--- src/ecl_map.vh ---
// register map, field positions, reset values and load sequencing constants
`ifndef ECL_MAP_VH
`define ECL_MAP_VH
`define ECL_ADDR_W 16
`define ECL_GIS_ADDR 16'h021f
`define ECL_GIS_CRC_OK_BIT 0
`define ECL_GIS_RESERVED 8'h00
`define ECL_MODE_ADDR 16'h0000
`define ECL_MODE_SYNTH 8'h00
`define ECL_MODE_REFSEL 8'h01
`define ECL_MEM_AW 6
`define ECL_MEM_DEPTH 64
`define ECL_REG_RESET 8'h00
`define ECL_OTP_WORDS 7'h40
`define ECL_EEP_WORDS 7'h40
`endif

--- src/ecl_regmem.v ---
// configuration register memory with registered read data
`include "ecl_map.vh"
module ecl_regmem (
    // clock
    input wire clock,
    // write port
    input wire wr_en,
    input wire [`ECL_MEM_AW-1:0] wr_addr,
    input wire [7:0] wr_data,
    // read port
    input wire [`ECL_MEM_AW-1:0] rd_addr,
    output reg [7:0] rd_data
);
    reg [7:0] mem [0:`ECL_MEM_DEPTH-1];
    always @(posedge clock) begin
        if (wr_en) begin
            mem[wr_addr] <= wr_data;
        end
        rd_data <= mem[rd_addr];
    end
endmodule

--- src/ecl_loader.v ---
// power-up configuration loader with eeprom crc fault handling of the serial port
// Function
// - after eeprom crc failure, serial writes are not completed until reset
// - in failed state every read returns zero; only hardware reset clears it
// - serial port works normally without eeprom load, eeprom absent, or crc pass
// - active-high crc ok flag in global interrupt status register at 21fh
// - otp load still applies its settings despite an eeprom crc failure
// - default power-up runs synthesizer mode from crystal, ignoring reference inputs
`include "ecl_map.vh"
module ecl_loader (
    // clock and reset
    input wire clock,
    input wire rstn,
    // hardware reset pin, synchronous
    input wire device_reset_in_n,
    // load options
    input wire otp_load_en,
    input wire eeprom_load_en,
    // otp source
    output reg otp_rd,
    output reg [`ECL_MEM_AW-1:0] otp_addr,
    input wire [7:0] otp_data,
    // eeprom link
    output reg eep_rd,
    output reg [`ECL_MEM_AW-1:0] eep_addr,
    input wire eep_present,
    input wire [7:0] eep_data,
    input wire eep_done,
    input wire eep_crc_pass,
    // serial port
    input wire sp_wr,
    input wire sp_rd,
    input wire [`ECL_ADDR_W-1:0] sp_addr,
    input wire [7:0] sp_wdata,
    output reg sp_wr_ack,
    output reg sp_rd_valid,
    output reg [7:0] sp_rdata,
    // status
    output reg load_busy,
    output reg eeprom_crc_ok_n,
    output reg synth_mode
);
    localparam ST_OTP = 4'b0001;
    localparam ST_EEP = 4'b0010;
    localparam ST_WAIT = 4'b0100;
    localparam ST_RUN = 4'b1000;

    reg [3:0] state;
    reg [6:0] cnt;
    reg crc_fail;
    reg otp_vld;
    reg eep_vld;
    reg rd_pend;
    reg rd_gis;
    reg [7:0] gis;
    reg [`ECL_MEM_AW-1:0] ld_wa;
    reg rd_hit;
    wire [7:0] mem_q;
    wire soft_rst;
    wire sp_mem_hit;
    wire mem_we;
    wire [`ECL_MEM_AW-1:0] mem_wa;
    wire [7:0] mem_wd;
    wire next_crc_fail;

    assign soft_rst = !device_reset_in_n;
    assign sp_mem_hit = (sp_addr[`ECL_ADDR_W-1:`ECL_MEM_AW] == 10'h000);
    // loader writes while loading; serial writes only when running and healthy
    assign mem_we = otp_vld | eep_vld | ((state == ST_RUN) & sp_wr & !crc_fail & sp_mem_hit & !soft_rst);
    // loader words go to the address of the read whose data arrives now
    assign mem_wa = (otp_vld | eep_vld) ? ld_wa : sp_addr[`ECL_MEM_AW-1:0];
    assign mem_wd = otp_vld ? otp_data : (eep_vld ? eep_data : sp_wdata);
    // fault flag as it stands after this edge, keeps the status pin in step
    assign next_crc_fail = soft_rst ? 1'b0 :
        ((state == ST_WAIT) & eep_done) ? !eep_crc_pass : crc_fail;

    ecl_regmem u_mem (
        .clock(clock),
        .wr_en(mem_we),
        .wr_addr(mem_wa),
        .wr_data(mem_wd),
        .rd_addr(sp_addr[`ECL_MEM_AW-1:0]),
        .rd_data(mem_q)
    );

    //////////////////////////////////////////////////////////////////////
    // load sequencer
    always @(posedge clock or negedge rstn) begin
        if (!rstn) begin
            state <= ST_OTP;
            cnt <= 7'h00;
            crc_fail <= 1'b0;
            otp_vld <= 1'b0;
            eep_vld <= 1'b0;
            otp_rd <= 1'b0;
            eep_rd <= 1'b0;
            otp_addr <= 6'h00;
            eep_addr <= 6'h00;
            ld_wa <= 6'h00;
            load_busy <= 1'b1;
        end else if (soft_rst) begin
            // pin reset restarts the load and clears the fault
            state <= ST_OTP;
            cnt <= 7'h00;
            crc_fail <= 1'b0;
            otp_vld <= 1'b0;
            eep_vld <= 1'b0;
            otp_rd <= 1'b0;
            eep_rd <= 1'b0;
            otp_addr <= 6'h00;
            eep_addr <= 6'h00;
            ld_wa <= 6'h00;
            load_busy <= 1'b1;
        end else begin
            ld_wa <= eep_rd ? eep_addr : otp_addr;
            otp_vld <= otp_rd;
            eep_vld <= eep_rd;
            otp_rd <= 1'b0;
            eep_rd <= 1'b0;
            case (state)
                ST_OTP: begin
                    // otp load runs independent of eeprom result
                    if (otp_load_en && cnt != `ECL_OTP_WORDS) begin
                        otp_rd <= 1'b1;
                        otp_addr <= cnt[`ECL_MEM_AW-1:0];
                        cnt <= cnt + 7'h01;
                    end else if (!otp_vld) begin
                        cnt <= 7'h00;
                        state <= ST_EEP;
                    end
                end
                ST_EEP: begin
                    // after a failed load the otp words were reapplied; eeprom is not read again
                    if (!eeprom_load_en || !eep_present || crc_fail) begin
                        state <= ST_RUN;
                        load_busy <= 1'b0;
                    end else if (cnt != `ECL_EEP_WORDS) begin
                        eep_rd <= 1'b1;
                        eep_addr <= cnt[`ECL_MEM_AW-1:0];
                        cnt <= cnt + 7'h01;
                    end else begin
                        state <= ST_WAIT;
                    end
                end
                ST_WAIT: begin
                    if (eep_done) begin
                        crc_fail <= !eep_crc_pass;
                        if (!eep_crc_pass && otp_load_en) begin
                            // corrupt eeprom words were written; load otp again
                            cnt <= 7'h00;
                            state <= ST_OTP;
                        end else begin
                            state <= ST_RUN;
                            load_busy <= 1'b0;
                        end
                    end
                end
                ST_RUN: begin
                    state <= ST_RUN;
                end
                default: begin
                    state <= ST_OTP;
                end
            endcase
        end
    end

    //////////////////////////////////////////////////////////////////////
    // serial port answers
    always @(posedge clock or negedge rstn) begin
        if (!rstn) begin
            sp_wr_ack <= 1'b0;
            rd_pend <= 1'b0;
            rd_gis <= 1'b0;
            rd_hit <= 1'b0;
            gis <= `ECL_GIS_RESERVED;
        end else begin
            sp_wr_ack <= (state == ST_RUN) & sp_wr & !crc_fail & !soft_rst;
            rd_pend <= (state == ST_RUN) & sp_rd & !soft_rst;
            rd_gis <= (sp_addr == `ECL_GIS_ADDR);
            rd_hit <= sp_mem_hit;
            gis <= `ECL_GIS_RESERVED;
            gis[`ECL_GIS_CRC_OK_BIT] <= !crc_fail;
        end
    end

    always @(posedge clock or negedge rstn) begin
        if (!rstn) begin
            sp_rd_valid <= 1'b0;
            sp_rdata <= 8'h00;
        end else begin
            sp_rd_valid <= rd_pend;
            if (!rd_pend || crc_fail) begin
                sp_rdata <= 8'h00;
            end else if (rd_gis) begin
                sp_rdata <= gis;
            end else if (rd_hit) begin
                sp_rdata <= mem_q;
            end else begin
                sp_rdata <= 8'h00;
            end
        end
    end

    //////////////////////////////////////////////////////////////////////
    // status outputs
    always @(posedge clock or negedge rstn) begin
        if (!rstn) begin
            eeprom_crc_ok_n <= 1'b1;
            synth_mode <= 1'b1;
        end else begin
            eeprom_crc_ok_n <= !next_crc_fail;
            if (soft_rst) begin
                synth_mode <= 1'b1;
            end else if (mem_we && ({10'h000, mem_wa} == `ECL_MODE_ADDR)) begin
                // mode word zero selects crystal-only synthesis
                synth_mode <= (mem_wd == `ECL_MODE_SYNTH);
            end
        end
    end
endmodule

--- config.mk ---
export PLATFORM = sky130hd
export DESIGN_NAME = ecl_loader
export DESIGN_NICKNAME = d
export VERILOG_FILES = /design/src/ecl_regmem.v /design/src/ecl_loader.v
export VERILOG_INCLUDE_DIRS = /design/src /design/src/src
export SDC_FILE = /design/constraint.sdc
export NUM_CORES = 1
export LEC_CHECK = 0
export BUFFER_PORTS_ARGS = -buffer_cell sky130_fd_sc_hd__buf_2
export CORE_ASPECT_RATIO = 1.1
export CORE_UTILIZATION = 59
export CTS_CLUSTER_DIAMETER = 120
export DETAILED_ROUTE_END_ITERATION = 7
export PLACE_DENSITY = 0.76
export SLEW_MARGIN = 0
export SYNTH_ARGS = -nofsm -noshare
export SYNTH_HDL_FRONTEND = slang
export SYNTH_SLANG_ARGS = --single-unit
--- constraint.sdc ---
create_clock -name clock -period 4.75 [get_ports clock]
set_input_delay 0.2375 -clock clock [delete_from_list [all_inputs] [get_ports clock]]
set_output_delay 0.2375 -clock clock [all_outputs]
set_load 0.005 [all_outputs]
==> summary.md, run 1 <==
| Metric | Value |
|---|---|
| First-pass GRT wire length | 77.3 mm |
| Routability congestion estimate | 0.917 |
| Worst min path class | input pin to flop |
| Routed length per instance | 28.8 um |
| Die ar. | slightly below 0.04 mm2 |
| IO Port Bufs | 76 |
| Antenna cell count | 0 |
| Synthesized instance count | ~1,200 |
| Maximum vdd drop | 0.318 mV |
| Layout Utilization | between 60% and 70% |
| GRT Residual Overflow | 0 |
| Critical Path AT | between 3 and 4 ns |
| Largest net degree at the start of global routing | 66 |
| Die Height | about 210 um |
| Die W | 188 um |
| Pwr per Cell Area | 424 mW/mm2 |
| DRC viols | 0 |
| Final worst-path cycle share | a little under 80% |
| Status | completed |
| Synth Register Bits | about 570 |
| Final setup viols | 0 |
| RSZ-0062 raised after global routing | no |
| Number of buffers created by CTS | 53 |
| CP Data Required Time | just under 5 ns |
| Mean number of vias per cell | ~6.7 |
| Tot GR Track Use | 27.6% |
| Distinct cells, synth | between 60 and 70 |
| Total Wirelength | about 52 mm |
| Detailed Routing Iterations Pass 1 | 5 |
| Layout cells sized above 1 | about a quarter |
| Rel. slew slack | between 10% and 20% |
| Final #Nets | approximately 1,300 |
| Worst skew pair latency | between 0.5 and 0.6 ns |
| NetSw | between 0.002 and 0.0025 W |
| Row count | 74 |
| Hold WS | 0.0413 ns |
| Max frequency | ~270 MHz |
| Clk_skew | between 0.01 and 0.015 ns |
| CTS tree | built |
| Area growth from synthesis to layout | 11.9% |
| DR vias | 12,100 |
| Worst setup path class | flop to flop |
| Clock Power Share | around two fifths |
| Worst-path fanout max | 20 |
| P_leak | between 8 and 9 nW |
| Comb pwr share | about 7% |
| Top_reg_cell synth | edfxtp_1 |
| Synth Cell Area | approximately 0.023 mm2 |
| Initial antenna violation count | 0 |
| Setup TNS | 0 ns |
| Root buffer cell | clkbuf_16 |
| Worst-case clock buffer depth | 3 |
| Sink Count | 571 |
| Flop pwr share | a little over half |
| CORE AREA | ~0.037 mm2 |
| Critical Path Sink Type | flop |
| P_int | ~0.0083 W |
| Max-cap violation count | 0 |
| CTS H-tree depth | 2 |
| Post-synth EDFFs | 512 |
| Slew of the pin with the lowest slew margin | around 1.2 ns |
| DP HPWL | roughly 33 mm |
| Final Hold Viols | 0 |
| Mean Syn Cell Area | 19.0 um2 |
| Mapped Nets | between 1,000 and 1,500 |
| Max-slew violations | 0 |
| Register area share after synthesis | 74.7% |
| Vias in the first global route | between 10,000 and 15,000 |
| # IOs | between 70 and 80 |
| Switching share of total power | between 20% and 30% |
| CTS clk-pin slew, worst paths | roughly 0.060 ns |
| ANT nets after route | 0 |
| Initial core utilization | between 60% and 70% |
| Ys async rst share | about 9% |
| Number of setup buffers added after CTS | 0 |
| Number of gates resized after CTS | 0 |
| Setup crit start kind | flop |
| Drt first-iter violations | approximately 1,500 |
| Ys Warns | 0 |
| Final min period | between 3 and 4 ns |
## metrics by stage
| step | cells | worst slack (ns) | total power (W) | instance area, um2 |
|---|---|---|---|---|
| global route | 1813 | 0.897 | 0.0109 | 25200 |
| detailed placement | 1709 | 1.07 | 0.00652 | 23400 |
| CTS | 1813 | 1.10 | 0.0107 | 25200 |
| finish | 1813 | 1.07 | 0.0107 | 25200 |
| global placement | 1709 | 1.30 | 0.00651 | 23400 |
| floorplan | 1183 | 0.698 | 0.00624 | 22500 |
## synth_stat cells (2+ instances only)
library cell	number	area (um2)
a211o_1	6	52.6
a211oi_1	8	60.1
a21oi_1	31	155
a221o_1	2	20.0
a22o_1	5	43.8
a22oi_1	45	338
a31oi_1	5	31.3
and2_1	13	81.3
and3_1	6	37.5
and3b_1	2	17.5
buf_1	11	41.3
buf_2	21	105
buf_4	4	30.0
buf_6	5	56.3
clkbuf_1	17	63.8
dfrtp_1	47	1180
dfstp_2	4	105
dfxtp_1	8	160
edfxtp_1	512	15400
ha_1	2	25.0
inv_1	12	45.0
mux2i_1	21	210
mux4_2	128	2880
nand2_1	68	255
nand2b_1	8	50.1
nand3_1	14	70.1
nand3b_1	8	60.1
nor2_1	87	327
nor2b_1	7	43.8
nor4_1	3	18.8
nor4b_1	2	17.5
o21ai_0	25	125
o21ai_1	3	15.0
o22ai_1	10	62.6
o31ai_1	4	30.0
or3_1	3	18.8
xnor2_1	2	17.5
## power by group through the flow
stage / sequential (W) / combinational [W] / clock (W)
finish: 0.00568 / 0.000753 / 0.00425
global route: 0.00568 / 0.000804 / 0.00446
CTS: 0.00567 / 0.000749 / 0.00428
detailed placement: 0.00578 / 0.000742 / 0
global placement: 0.00578 / 0.000728 / 0
floorplan: 0.00577 / 0.000475 / 0
## kinds of logic (layout without fill, tap and decap cells)
kind of cell | Yosys count | after routing | share of synthesized area, %
AOI/OAI and AO/OA | 152 | 152 | 4.70
xor gates and xnor gates | 3 | 3 | 0.117
buffers and inverters | 72 | 208 | 1.61
DFF | 571 | 571 | 74.7
adders and majority gates | 2 | 2 | 0.111
muxes | 149 | 149 | 13.7
and+or+nand+nor | 234 | 234 | 5.02
## worst max-delay path: stages (launching register included)
cell      delay [ns]
dfrtp_1         1.11
or2_1           0.55
nand2b_1        0.18
o41ai_4         0.11
nand2_1         0.56
nor2_1          0.78
## worst paths after layout
check / slack (ns) / startpoint / cells past startpoint / end
worst min register to register: 0.40 / rd_pend / 0 / sp_rd_valid
worst max-delay path: 1.07 / otp_vld / 5 / u_mem.mem[2][5]
min in group asynchronous: 0.34 / rstn / 3 / cnt[5]
worst max register to register: 1.07 / otp_vld / 5 / u_mem.mem[2][5]
max in group asynchronous: 3.92 / rstn / 3 / sp_rdata[4]
worst min-delay path: 0.04 / device_reset_in_n / 2 / load_busy
## cell type report
cell class                 count  area [um2]
multi-input combinational    540        5420
timing repair buffer          97         562
tap                          494         618
sequential                   571       16800
inverter                      12        45.0
clock inverter                27         309
fill                        2378       12200
clock buffer                  72        1420
## state kept, by name, indices dropped and copies added, names as in the netlist, 4 cells and up
register	count
state	4
sp_rdata	8
u_mem.rd_data	8
u_mem.mem	512
ld_wa	6
otp_addr	6
cnt	7
eep_addr	6
## cell usage in the layout, fill, tap and decap left out, types with 7 or more instances in the layout
| cell type | count |
|---|---|
| clkinv_1 | 10 |
| a21oi_1 | 31 |
| nor2_1 | 87 |
| nand2b_1 | 8 |
| buf_4 | 18 |
| mux2i_1 | 21 |
| o21ai_0 | 17 |
| dfxtp_1 | 8 |
| mux4_2 | 128 |
| clkbuf_16 | 53 |
| nand3_1 | 14 |
| o21ai_4 | 8 |
| and2_1 | 13 |
| a22oi_1 | 45 |
| clkbuf_1 | 17 |
| nand3b_1 | 8 |
| dfrtp_1 | 47 |
| nor2b_1 | 7 |
| clkinv_2 | 7 |
| o22ai_1 | 10 |
| a211oi_1 | 8 |
| buf_2 | 73 |
| nand2_1 | 68 |
| inv_1 | 12 |
| bufinv_16 | 7 |
| edfxtp_1 | 512 |
## routing by layer
metal | routed length [um] | track usage [%]
met2 | 25400 | 44.3
met4 | 1850 | 10.3
met1 | 19500 | 38.0
met3 | 5440 | 5.83
met5 | 0 | 0
## what timing repair did
| action | 4_1_cts | 5_1_grt |
|---|---|---|
| endpoints found under the setup margin | 0 | 0 |
| hold endpoints to repair | 51 | 0 |
| hold buffers | 5 | 0 |
Note: power is estimated with default switching activity, not from simulation.
==> run 2, diff against run 1 <==
--- a/config.mk
+++ b/config.mk
@@ -6,9 +6,10 @@
 export SDC_FILE = /design/constraint.sdc
 export NUM_CORES = 1
 export LEC_CHECK = 0
+export ABC_AREA = 1
 export BUFFER_PORTS_ARGS = -buffer_cell sky130_fd_sc_hd__buf_2
 export CORE_ASPECT_RATIO = 1.1
-export CORE_UTILIZATION = 59
+export CORE_UTILIZATION = 56
 export CTS_CLUSTER_DIAMETER = 120
 export DETAILED_ROUTE_END_ITERATION = 7
 export PLACE_DENSITY = 0.76
==> constraint.sdc (replaced) <==
create_clock -name clock -period 3.15 [get_ports clock]
set_input_delay 0.1575 -clock clock [delete_from_list [all_inputs] [get_ports clock]]
set_output_delay 0.1575 -clock clock [all_outputs]
set_load 0.005 [all_outputs]
==> summary.md, run 2 <==
| Metric | Value |
|---|---|
| Top cells by count, synth | nand2_1, edfxtp_1, inv_1 |
| Critical Path AT | 3.41 ns |
| Critical Path Sink Type | flop |
| HP Start | eeprom_load_en |
| CTS tree | built |
| Rel. slew slack | between 20% and 30% |
| P_leak | approximately 12 nW |
| Synth Register Bits | ~570 |
| Commonest non-fill, non-tap cell in the layout | nand2_1 |
| Layout cells sized above 1 | under 10% |
| Placed cell count | between 3,000 and 4,000 |
| Register area share after synthesis | a little under 70% |
| Yosys top cell area share | 62.0% |
| GRT Residual Overflow | 0 |
| Area growth from synthesis to layout | 13.0% |
| Sink Count | 571 |
| Die ar. | about 0.045 mm2 |
| Worst r2r src | eep_vld |
| Mapped Nets | about 2,500 |
| Routability congestion estimate | a little under 1 |
| Depth of the most critical reg-to-reg path | 7 |
| Status | finished with violations |
| Synthesized instance count | 2,467 |
| Number of flip-flops in the largest register | between 500 and 600 |
| Worst-path fanout max | 9 |
| DRC viols | 0 |
| Commonest non-fill, non-tap cells in the layout | nand2_1, edfxtp_1, inv_1 |
| Number of buffers created by CTS | 54 |
| DP HPWL | approximately 37 mm |
| Detailed Routing Iterations Pass 1 | 5 |
| CTS H-tree depth | 2 |
| RSZ-0062 raised after global routing | yes |
| Endpoint of the worst hold path | state[3] |
| Antenna cell count | 0 |
| Setup crit start kind | input pin |
| Largest net degree at the start of global routing | between 150 and 200 |
| Maximum vdd drop | approximately 0.52 mV |
| CP Data Required Time | ~3.4 ns |
| Non-Filler Instances | roughly 3,200 |
| Root buffer cell | clkbuf_16 |
| Failing checks | negative setup slack |
| Drt first-iter violations | 1,747 |
| Place WS | between 0.2 and 0.3 ns |
| Worst Slack Setup Final | -0.0221 ns |
| Worst skew pair latency | approximately 0.6 ns |
| Total Wirelength | roughly 59 mm |
| Mean number of vias per cell | roughly 5.5 |
| Max-slew violations | 0 |
| Post-synth EDFFs | about 510 |
| Die W | 203 um |
| Final min period | 3.17 ns |
| Ys async rst share | 8.93% |
| Top-count cell post-synth | nand2_1 |
| Distinct cells, synth | 39 |
| Max frequency | approximately 320 MHz |
| DR vias | between 15,000 and 20,000 |
| Final setup viols | 16 |
| Biggest register | u_mem.mem |
| Synth Cell Area | 0.0248 mm2 |
| Hold depth | 4 |
| Main area contributors after synthesis | edfxtp_1, nand2_1, nand3_1 |
| Worst setup path class | input pin to flop |
| Number of setup buffers added after CTS | 0 |
| Row count | 80 |
| Initial core utilization | a little under three fifths |
| Final #Nets | 2,618 |
| Final Hold Viols | 0 |
| Clk_skew | ~0.024 ns |
| # IOs | 77 |
| Mean Syn Cell Area | 10.1 um2 |
| ANT nets after route | 0 |
| Slew of the pin with the lowest slew margin | around 1.2 ns |
| Worst min path class | input pin to flop |
| Worst reg2reg endpoint | u_mem.mem[40][1] |
| Pwr per Cell Area | ~600 mW/mm2 |
| Final worst-path cycle share | 101% |
| Worst-case clock buffer depth | 3 |
| Routed length per instance | roughly 18 um |
| Max-cap violation count | 0 |
| Area leader, netlist | edfxtp_1 |
| Top_reg_cell synth | edfxtp_1 |
| Tot GR Track Use | 26.4% |
| CTS clk-pin slew, worst paths | roughly 0.06 ns |
| First-pass GRT wire length | approximately 90 mm |
| Vias in the first global route | ~17,000 |
| Die Height | around 220 um |
| Initial antenna violation count | 1 |
| Ys Warns | 0 |
| R2R Setup Slk | about 0.26 ns |
| IO Port Bufs | 76 |
| Registers with the most flip-flops | u_mem.mem: 512 flops, sp_rdata: 8 flops, u_mem.rd_data: 8 flops |
| CORE AREA | 0.0435 mm2 |
==> run 2: cell count changes in the layout (fill, tap and decap cells not counted), moves of 29 or more <==
cell     before  now
nand2_1      68  794
inv_1        12  299
nand3_1      14  251
nor2_1       87  235
mux4_2      128    0
o21ai_0      17  102
a22oi_1      45    0
buf_4        18   47
==> run 2: power breakdown <==
group	switching (W)	total, W	leakage, nW	internal (W)
clock network	0.00277	0.00674	0.911	0.00397
logic	0.00113	0.00151	5.55	0.000383
registers	0.0000537	0.00857	5.35	0.00851
==> run 2: cell families (layout without fill, tap and decap cells) <==
| group | count (synthesis) | in the layout | share of synthesized area (%) |
|---|---|---|---|
| DFF | 571 | 571 | 67.8 |
| and+or+nand+nor | 1324 | 1324 | 22.2 |
| buffers and inverters | 424 | 569 | 6.78 |
| adders and majority gates | 2 | 2 | 0.101 |
| AOI/OAI and AO/OA | 143 | 143 | 3.00 |
| xor gates and xnor gates | 3 | 3 | 0.106 |
==> run 2: worst max path at each step <==
stage                start          endpoint  slack (ns)  depth (start not counted)
5_1_grt        sp_addr[14]  u_mem.mem[56][1]       -0.14                         10
6_report       sp_addr[14]  u_mem.mem[40][1]       -0.02                         10
3_5_place_dp       eep_vld  u_mem.mem[16][5]        0.28                          7
2_1_floorplan      otp_vld   u_mem.mem[0][0]        1.06                          5
3_3_place_gp       eep_vld  u_mem.mem[56][6]        0.45                          7
4_1_cts        sp_addr[14]  u_mem.mem[16][0]        0.06                         10
==> run 2: per-stage QoR <==
step           util (%)  total power [W]  instance area (um2)  setup TNS [ns]  hold WS, ns
4_1_cts            64.4           0.0169                28000               0       0.0673
3_5_place_dp       59.8           0.0102                26000               0        0.392
5_1_grt            64.4           0.0173                28000           -4.62        0.103
6_report           64.4           0.0168                28000          -0.219       0.0797
2_1_floorplan         -          0.00961                24800               0       -0.138
3_3_place_gp       59.8           0.0102                26000               0        0.370
==> run 2: routing by layer <==
metal	vias to the layer above	GRT usage, %	part of all wire (%)
met3	150	3.84	7.6
met4	0	11.0	3.8
li1	8213	-	-
met2	777	43.9	49
met1	8227	35.0	40
met5	-	0	0
==> run 2: cell type report <==
class	instances	area, um2
clock buffer	73	1530
multi-input combinational	1472	6320
sequential	571	16800
timing repair buffer	152	1150
clock inverter	29	322
tap	574	718
fill	3234	15500
inverter	315	1190
==> run 2: timing repair <==
item	4_1_cts	5_1_grt
resized for setup	0	1
hold buffers	18	0
hold endpoints to repair	72	0
endpoints found under the setup margin	0	48
==> run 2: worst max-delay path: stages <==
cell,delay [ns]
dlygate4sd3_1,0.53
buf_2,0.12
nor2_1,0.08
dlygate4sd3_1,0.59
nand3_1,0.08
nor2_1,0.15
nand2_1,0.16
nand2_2,0.33
nand2_1,0.49
nor2_1,0.71
